### src/core/urx_pkg.sv
// urx_pkg: constants and types for the serial receive block
// What this block does
// - rx_complete_flag high exactly while buffer holds data
// - clearing receiver_enable empties the receive buffer
// - irq while flag, rx_done_irq_enable, global enable
// - errors stored per character; data read advances
// - error flag positions ignore software writes
// - error flags never raise an interrupt
// - frame_error_flag shows next frame's first stop
// - only first stop bit checked, two_stop_bits_sel ignored
// - overrun on start with buffer and shifter full
// - overrun cleared when frame enters the buffer
// - parity_error_flag zero while parity checking disabled
// - parity_enable enables checker, parity_odd_sel picks type
// - compare computed parity with received bit, buffer it
// - parity_error_flag valid until receive_data_reg read
// - disable is immediate, frame abandoned, pin released
// - sixteen samples per bit, eight in double speed
// - falling edge on idle line starts, sample one
// - vote samples 8-10 or 4-6, high rejects
// - valid start resynchronises counter every frame
// - each bit is majority of three centre samples
// - zero voted stop bit sets frame error
// - unused high data bits read as zero
// - ninth bit buffered, shown in rx_ninth_bit
package urx_pkg;
  localparam logic [1:0] ADDR_STATUS_CTRL_A = 2'h0;
  localparam logic [1:0] ADDR_STATUS_CTRL_B = 2'h1;
  localparam logic [1:0] ADDR_STATUS_CTRL_C = 2'h2;
  localparam logic [1:0] ADDR_RECEIVE_DATA = 2'h3;
  // status_ctrl_a
  localparam int A_RXC_BIT = 7;
  localparam int A_FE_BIT = 4;
  localparam int A_DOR_BIT = 3;
  localparam int A_PE_BIT = 2;
  localparam int A_U2X_BIT = 1;
  // status_ctrl_b
  localparam int B_RX_DONE_IRQ_ENABLE_BIT = 7;
  localparam int B_RECEIVER_ENABLE_BIT = 4;
  localparam int B_NINTH_BIT = 1;
  // status_ctrl_c
  localparam int C_PAR_EN_BIT = 5;
  localparam int C_PAR_ODD_BIT = 4;
  localparam int C_STOP2_BIT = 3;
  localparam int C_SIZE_LSB = 0;
  localparam logic [7:0] CTRL_A_RESET = 8'h00;
  localparam logic [7:0] CTRL_B_RESET = 8'h00;
  localparam logic [7:0] CTRL_C_RESET = 8'h06;
  localparam logic [2:0] SIZE_NINE = 3'h7;
  localparam logic [3:0] SAMPLES_NORMAL = 4'hF;
  localparam logic [3:0] SAMPLES_DOUBLE = 4'h7;
  localparam logic [3:0] VOTE_FIRST_NORMAL = 4'h8;
  localparam logic [3:0] VOTE_FIRST_DOUBLE = 4'h4;
  localparam int BUF_DEPTH = 2;

  typedef struct packed {
    logic [1:0] addr;
    logic [7:0] wdata;
    logic wr;
    logic rd;
  } urx_bus_req_type;

  typedef struct packed {
    logic [8:0] data;
    logic fe;
    logic overrun_flag;
    logic pe;
  } urx_entry_type;

  typedef enum logic [2:0] {
    URX_IDLE = 3'b000,
    URX_START = 3'b001,
    URX_DATA = 3'b010,
    URX_PARITY = 3'b011,
    URX_STOP = 3'b100
  } urx_state_type;
endpackage

### src/core/urx_receiver.sv
// urx_receiver: receive half of a serial port with two-entry buffer
//
// Implementation choices: the register offsets and the address-and-strobe port.
module urx_receiver
  import urx_pkg::*;
(
  input wire logic mclk,
  input wire logic arst_n,
  input wire logic clk_en,
  input wire logic sample_tick,
  input wire logic serial_in,
  input wire logic global_irq_en,
  input wire urx_bus_req_type bus_req,
  output logic [7:0] rdata,
  output logic rx_irq,
  output logic rx_pin_override
);
  logic [7:0] ctrl_a_q;
  logic [7:0] ctrl_b_q;
  logic [7:0] ctrl_c_q;
  logic [7:0] rdata_q;
  urx_state_type state_q;
  urx_state_type state_d;
  logic [3:0] smp_q;
  logic [3:0] smp_d;
  logic [3:0] bit_idx_q;
  logic [3:0] bit_idx_d;
  logic [1:0] vote_q;
  logic [8:0] shift_q;
  logic par_bit_q;
  logic line_prev_q;
  urx_entry_type buf_q [BUF_DEPTH];
  logic rd_ptr_q;
  logic [1:0] count_q;
  urx_entry_type wait_q;
  logic wait_full_q;
  logic dor_pend_q;

  // control fields
  wire rx_en = ctrl_b_q[B_RECEIVER_ENABLE_BIT];
  wire rx_done_irq_enable = ctrl_b_q[B_RX_DONE_IRQ_ENABLE_BIT];
  wire dbl = ctrl_a_q[A_U2X_BIT];
  wire par_en = ctrl_c_q[C_PAR_EN_BIT];
  wire par_odd = ctrl_c_q[C_PAR_ODD_BIT];
  wire [2:0] size_sel = ctrl_c_q[C_SIZE_LSB +: 3];
  wire [3:0] nbits = (size_sel == SIZE_NINE) ? 4'h9 :
                     (size_sel[2] ? 4'h8 : 4'h5 + {1'b0, size_sel});

  // bus decode
  wire wr_a = bus_req.wr && bus_req.addr == ADDR_STATUS_CTRL_A;
  wire wr_b = bus_req.wr && bus_req.addr == ADDR_STATUS_CTRL_B;
  wire wr_c = bus_req.wr && bus_req.addr == ADDR_STATUS_CTRL_C;
  wire rd_data = bus_req.rd && bus_req.addr == ADDR_RECEIVE_DATA;

  // sampling position; counter holds sample number minus one
  wire [3:0] last_smp = dbl ? SAMPLES_DOUBLE : SAMPLES_NORMAL;
  wire [3:0] vote_pos = dbl ? VOTE_FIRST_DOUBLE : VOTE_FIRST_NORMAL;
  wire at_v0 = smp_q == vote_pos - 4'h1;
  wire at_v1 = smp_q == vote_pos;
  wire at_dec = smp_q == vote_pos + 4'h1;
  wire at_end = smp_q == last_smp;
  wire busy = state_q != URX_IDLE;
  wire tick = clk_en && sample_tick && rx_en;
  wire decide = tick && busy && at_dec;
  // two or three high samples give one
  wire maj = (vote_q[0] & vote_q[1]) | (vote_q[0] & serial_in) | (vote_q[1] & serial_in);

  wire start_edge = tick && !busy && line_prev_q && !serial_in;
  wire start_ok = decide && state_q == URX_START && !maj;
  wire frame_done = decide && state_q == URX_STOP;

  // buffer
  wire [1:0] depth = 2'(BUF_DEPTH);
  wire pop = clk_en && rd_data && count_q != 2'h0;
  wire room = count_q != depth || pop;
  wire overrun = start_ok && wait_full_q && !room;
  wire push_wait = wait_full_q && room;
  wire push_new = frame_done && !wait_full_q && room;
  wire hold_new = frame_done && !wait_full_q && !room;
  wire push = clk_en && rx_en && (push_wait || push_new);
  wire wr_ptr = rd_ptr_q ^ count_q[0];
  wire [8:0] data_fin = par_en ? shift_q : shift_q;
  wire par_err = par_en && (^shift_q ^ par_bit_q ^ par_odd);
  urx_entry_type new_entry;
  assign new_entry = '{data: data_fin, fe: !maj, overrun_flag: dor_pend_q, pe: par_err};
  wire urx_entry_type push_entry = push_wait ? wait_q : new_entry;
  wire urx_entry_type head = buf_q[rd_ptr_q];
  wire rx_complete_flag = count_q != 2'h0;

  // readable views; error bits only come from the buffer head
  wire [7:0] view_a = {rx_complete_flag, 2'b00, rx_complete_flag && head.fe, rx_complete_flag && head.overrun_flag, rx_complete_flag && head.pe, dbl, 1'b0};
  wire [7:0] view_b = {ctrl_b_q[7:2], rx_complete_flag && head.data[8], 1'b0};
  wire [7:0] view_d = rx_complete_flag ? head.data[7:0] : 8'h00;
  wire [7:0] rd_mux = (bus_req.addr == ADDR_STATUS_CTRL_A) ? view_a :
                      (bus_req.addr == ADDR_STATUS_CTRL_B) ? view_b :
                      (bus_req.addr == ADDR_STATUS_CTRL_C) ? ctrl_c_q : view_d;

  assign rdata = rdata_q;
  assign rx_irq = rx_complete_flag && rx_done_irq_enable && global_irq_en;
  assign rx_pin_override = rx_en;

  // receive sequencer
  always_comb begin
    state_d = state_q;
    smp_d = smp_q;
    bit_idx_d = bit_idx_q;
    if (start_edge) begin
      state_d = URX_START;
      // this tick was sample one, so the next tick is sample two
      smp_d = 4'h1;
      bit_idx_d = 4'h0;
    end else if (tick && busy) begin
      smp_d = at_end ? 4'h0 : smp_q + 4'h1;
      unique case (state_q)
        URX_START: begin
          if (decide && maj) begin
            state_d = URX_IDLE;
          end else if (at_end) begin
            state_d = URX_DATA;
          end
        end
        URX_DATA: begin
          if (decide) begin
            bit_idx_d = bit_idx_q + 4'h1;
          end
          if (at_end && bit_idx_q == nbits) begin
            state_d = par_en ? URX_PARITY : URX_STOP;
          end
        end
        URX_PARITY: begin
          if (at_end) begin
            state_d = URX_STOP;
          end
        end
        URX_STOP: begin
          // next start may begin right after the stop vote
          if (decide) begin
            state_d = URX_IDLE;
          end
        end
        default: begin
          state_d = URX_IDLE;
        end
      endcase
    end
  end

  always_ff @(posedge mclk or negedge arst_n) begin
    if (!arst_n) begin
      state_q <= URX_IDLE;
      smp_q <= 4'h0;
      bit_idx_q <= 4'h0;
      line_prev_q <= 1'b1;
    end else if (clk_en) begin
      if (!rx_en) begin
        state_q <= URX_IDLE;
        smp_q <= 4'h0;
        bit_idx_q <= 4'h0;
        line_prev_q <= 1'b1;
      end else begin
        state_q <= state_d;
        smp_q <= smp_d;
        bit_idx_q <= bit_idx_d;
        if (sample_tick) begin
          line_prev_q <= serial_in;
        end
      end
    end
  end

  // sample collection and bit capture
  always_ff @(posedge mclk or negedge arst_n) begin
    if (!arst_n) begin
      vote_q <= 2'b00;
      shift_q <= 9'h000;
      par_bit_q <= 1'b0;
    end else if (clk_en) begin
      if (start_edge) begin
        shift_q <= 9'h000;
      end
      if (tick && busy && at_v0) begin
        vote_q[0] <= serial_in;
      end
      if (tick && busy && at_v1) begin
        vote_q[1] <= serial_in;
      end
      if (decide && state_q == URX_DATA && bit_idx_q < 4'h9) begin
        shift_q[bit_idx_q] <= maj;
      end
      if (decide && state_q == URX_PARITY) begin
        par_bit_q <= maj;
      end
    end
  end

  // two-entry buffer, waiting frame and overrun
  always_ff @(posedge mclk or negedge arst_n) begin
    if (!arst_n) begin
      rd_ptr_q <= 1'b0;
      count_q <= 2'h0;
      wait_full_q <= 1'b0;
      dor_pend_q <= 1'b0;
      wait_q <= '0;
      buf_q[0] <= '0;
      buf_q[1] <= '0;
    end else if (clk_en) begin
      if (!rx_en) begin
        rd_ptr_q <= 1'b0;
        count_q <= 2'h0;
        wait_full_q <= 1'b0;
        dor_pend_q <= 1'b0;
      end else begin
        if (push) begin
          buf_q[wr_ptr] <= push_entry;
        end
        if (pop) begin
          rd_ptr_q <= ~rd_ptr_q;
        end
        count_q <= count_q + {1'b0, push} - {1'b0, pop};
        if (hold_new) begin
          wait_q <= new_entry;
          wait_full_q <= 1'b1;
        end else if (push_wait || overrun) begin
          wait_full_q <= 1'b0;
        end
        if (overrun) begin
          dor_pend_q <= 1'b1;
        end else if (push) begin
          dor_pend_q <= 1'b0;
        end
      end
    end
  end

  // register port; error positions of status_ctrl_a are not writable
  always_ff @(posedge mclk or negedge arst_n) begin
    if (!arst_n) begin
      ctrl_a_q <= CTRL_A_RESET;
      ctrl_b_q <= CTRL_B_RESET;
      ctrl_c_q <= CTRL_C_RESET;
      rdata_q <= 8'h00;
    end else if (clk_en) begin
      if (wr_a) begin
        ctrl_a_q[A_U2X_BIT] <= bus_req.wdata[A_U2X_BIT];
      end
      if (wr_b) begin
        ctrl_b_q <= {bus_req.wdata[7:2], 2'b00};
      end
      if (wr_c) begin
        ctrl_c_q <= bus_req.wdata;
      end
      rdata_q <= bus_req.rd ? rd_mux : 8'h00;
    end
  end
endmodule

### config.mk
export PLATFORM = sky130hd
export DESIGN_NAME = urx_receiver
export DESIGN_NICKNAME = d
export VERILOG_FILES = /design/src/core/urx_pkg.sv /design/src/core/urx_receiver.sv
export SDC_FILE = /design/constraint.sdc
export NUM_CORES = 1
export LEC_CHECK = 0
export BUFFER_PORTS_ARGS = -buffer_cell sky130_fd_sc_hd__buf_4
export CAP_MARGIN = 30
export CORE_MARGIN = 2
export CORE_UTILIZATION = 60
export CTS_BUF_LIST = sky130_fd_sc_hd__clkbuf_16
export DETAILED_ROUTE_END_ITERATION = 8
export PLACE_DENSITY = 0.82
export SYNTH_ARGS = -nofsm -noshare
export SYNTH_HDL_FRONTEND = slang
export SYNTH_SLANG_ARGS = --single-unit
### constraint.sdc
create_clock -name mclk -period 3.1 [get_ports mclk]
set_clock_uncertainty 0.1 [all_clocks]
set_input_delay 0.62 -clock mclk [delete_from_list [all_inputs] [get_ports mclk]]
set_output_delay 0.62 -clock mclk [all_outputs]
set_load 0.01 [all_outputs]
==> flow_metrics.env <==
export IMPL_outcome="completed"
export IMPL_fin_nets=485
export IMPL_mappedNetlistNets=459
export IMPL_first_pass_iters=7
export IMPL_cts_tree="done"
export IMPL_setup_viol=0
export IMPL_place_ws_ns=0.193
export IMPL_cts_resized_gates=0
export IMPL_worst_path_max_fanout=5
export IMPL_layout_min_cycle_time_ns=2.89
export IMPL_fin_tns_setup_ns=0
export IMPL_ys_ff_latch=88
export IMPL_yosys_warnings=0
export IMPL_hold_violations=0
export IMPL_drv_slew=0
export IMPL_synth_distinct_cells=64
export IMPL_synthesis_area_um2=4880
export IMPL_ant_nets=0
export IMPL_irDropWorstVdd_uv=282
export IMPL_cts_max_level=3
export IMPL_start_kind="flop"
export IMPL_grt_ovfl_total=0
export IMPL_final_period_utilization_pct=93.3
export IMPL_grt_pass1_vias=3454
export IMPL_gp_congestion=0.910
export IMPL_p_total_mw=2.85
export IMPL_synth_top_area_share_pct=43.6
export IMPL_avgSynthCellArea_um2=11.3
export IMPL_die_area_um2=8870
export IMPL_port_buffers=27
export IMPL_routed_via_density=6.14
export IMPL_rsz0062_at_grt="no"
export IMPL_cts_setup_buffers=0
export IMPL_power_density_nw_per_um2=520
export IMPL_synthArstFlopShare_pct=100
export IMPL_grt_max_degree=51
export IMPL_synthTopCellsByArea="dfrtp_1, mux2_2, mux2_4"
export IMPL_max_slew_margin_pct=58.5
export IMPL_hpwl_um=7390
export IMPL_worst_slack_ns=0.208
export IMPL_grt_total_usage_pct=25.9
export IMPL_synthCells=431
export IMPL_filler_cell_count=534
export IMPL_cts_buffer_depth=2
export IMPL_routedWlPerCell_um=19.0
export IMPL_synth_top_area_cell="dfrtp_1"
export IMPL_pin_count=28
export IMPL_place_area_um2=5180
export IMPL_cts_hold_buf=0
export IMPL_drive_above_1_share_pct=27.9
export IMPL_hold_path_class="in2async"
export IMPL_drv_cap=0
export IMPL_clock_latency_ns=0.34
export IMPL_root_buffer="clkbuf_16"
export IMPL_synth_edf_count=0
export IMPL_grt_pass1_wl_um=17400
export IMPL_final_core_util_pct=70.2
export IMPL_die_w_um=94.2
export IMPL_antenna_found_initial=0
export IMPL_routed_wl_um=10700
export IMPL_std_cell_rows=32
export IMPL_seq_area_um2=2210
export IMPL_drcViolationCount=0
export IMPL_power_leakage_nw=2.56
export IMPL_critPathRequiredTime_ns=3.26
export IMPL_worst_pin_slew_ns=0.622
export IMPL_cts_buffers=9
export IMPL_die_h_um=94.2
export IMPL_initial_utilization_pct=62.5
export IMPL_synth_flop_cell="dfrtp_1"
export IMPL_seq_area_frac_synth_pct=45.2
export IMPL_crit_arrival_ns=3.05
export IMPL_multi_input_area_um2=2490
export IMPL_cts_sink_count=88
export IMPL_drt_iter0_drc=302
export IMPL_max_freq_mhz=346
export IMPL_core_um2=7810
export IMPL_clk_pin_slew_ns=0.06
export IMPL_worstSetupPathType="reg2reg"
export IMPL_area_growth_pct=12.3
export IMPL_antennaDiodeCount=0
export IMPL_fin_area_um2=5480
export IMPL_dr_total_vias=3461
export IMPL_cp_end_kind="flop"
-- sequential cells by signal, indices dropped and copies added (netlist names), 2 cells and up --
signal and count:
bit_idx_q 4, buf_q 24, count_q 2, ctrl_b_q 6, ctrl_c_q 8, data_fin 9, rdata 8, smp_q 4
state_q 3, vote_q 2, wait_q 12
-- power by group --
group          switching, mW  internal, mW  leakage [nW]
clock network          0.479         0.635         0.146
registers             0.0804          1.22          1.19
logic                  0.250         0.185          1.23
-- worst max-delay path, stage by stage (launching register included) --
cell	delay (ns)
dfrtp_1	0.42
inv_1	0.12
ha_1	0.25
nand4b_2	0.20
nand2_4	0.16
nand4_4	0.12
a21boi_4	0.27
nand2_1	0.09
ha_1	0.28
inv_1	0.04
ha_1	0.18
xnor2_1	0.13
or3_1	0.30
mux2i_1	0.14
-- layer usage --
metal	wire [µm]	vias to the layer above	global-route usage [%]
met5	0	-	0
met4	184	0	8.94
met3	610	19	6.02
met2	5170	124	41.1
met1	4760	1713	35.1
li1	-	1605	-
-- stage by stage --
step	instances	hold slack (ns)
after floorplan	431	0.224
after global placement	548	0.365
after detailed placement	548	0.366
after CTS	564	0.177
after global routing	564	0.186
final	564	0.158
-- cells in the final DEF, fill, tap and decap left out, types with 2 or more instances in the layout --
cell type	n
o311a_1	2
nand4_1	4
nand4_4	2
xnor2_1	15
nand3_1	10
buf_4	34
o21ai_0	14
mux2i_1	21
o2bb2ai_1	10
inv_6	2
nor3_1	11
dfstp_2	3
mux2_2	41
a31oi_1	4
dfrtp_1	85
ha_1	10
or3_1	2
nand2_1	40
nor2_1	20
mux2_4	20
xor2_1	3
mux2_1	2
nor2b_1	3
o31ai_1	4
o22ai_1	6
inv_1	21
nand2b_1	5
a22oi_1	5
a21oi_1	16
clkbuf_16	9
-- cell families after synthesis --
| family | count (synthesis) | share of synthesized area (%) |
|---|---|---|
| buffers and inverters | 41 | 3.77 |
| multiplexers | 85 | 20.8 |
| AO/OA/AOI/OAI | 74 | 10.8 |
| adder cells (fa/ha/maj) | 11 | 2.77 |
| AND/OR/NAND/NOR | 114 | 13.4 |
| flip-flops | 88 | 45.2 |
| XOR/XNOR | 18 | 3.23 |
-- synth_stat cells, types with 4 or more instances --
cell type	count
mux2_2	41
nand2_1	40
inv_1	21
o2bb2ai_1	10
clkbuf_1	6
nor3_1	11
nand4_1	4
a22oi_1	5
ha_1	10
a21oi_1	16
o21ai_0	14
buf_2	9
nand3_1	10
xnor2_1	15
nor2_1	20
a31oi_1	4
o22ai_1	6
mux2_4	20
o31ai_1	4
nand2b_1	5
mux2i_1	21
dfrtp_1	85
-- area by class of cell --
cell class	instances	share of cell area, %
multi-input combinational	302	45.4
tap	102	2.33
inverter	21	1.44
sequential	88	40.2
timing repair buffer	35	5.02
clock buffer	9	4.11
clock inverter	7	1.44
-- path summary, 6_finish.rpt --
path	startpoint	endpoint	slack, ns	depth (start not counted)
setup / recovery	smp_q[1]$_DFFE_PN0P_	count_q[1]$_DFFE_PN0P_	0.21	13
hold / removal	arst_n	bit_idx_q[1]$_DFFE_PN0P_	0.16	1
setup reg to reg	smp_q[1]$_DFFE_PN0P_	count_q[1]$_DFFE_PN0P_	0.21	13
hold reg to reg	wait_q[0]$_DFFE_PN0P_	wait_q[0]$_DFFE_PN0P_	0.38	2
max in group asynchronous	arst_n	ctrl_c_q[2]$_DFFE_PN1P_	2.05	2
min in group mclk	wait_q[0]$_DFFE_PN0P_	wait_q[0]$_DFFE_PN0P_	0.38	2
Note: power is estimated with default switching activity, not from simulation.
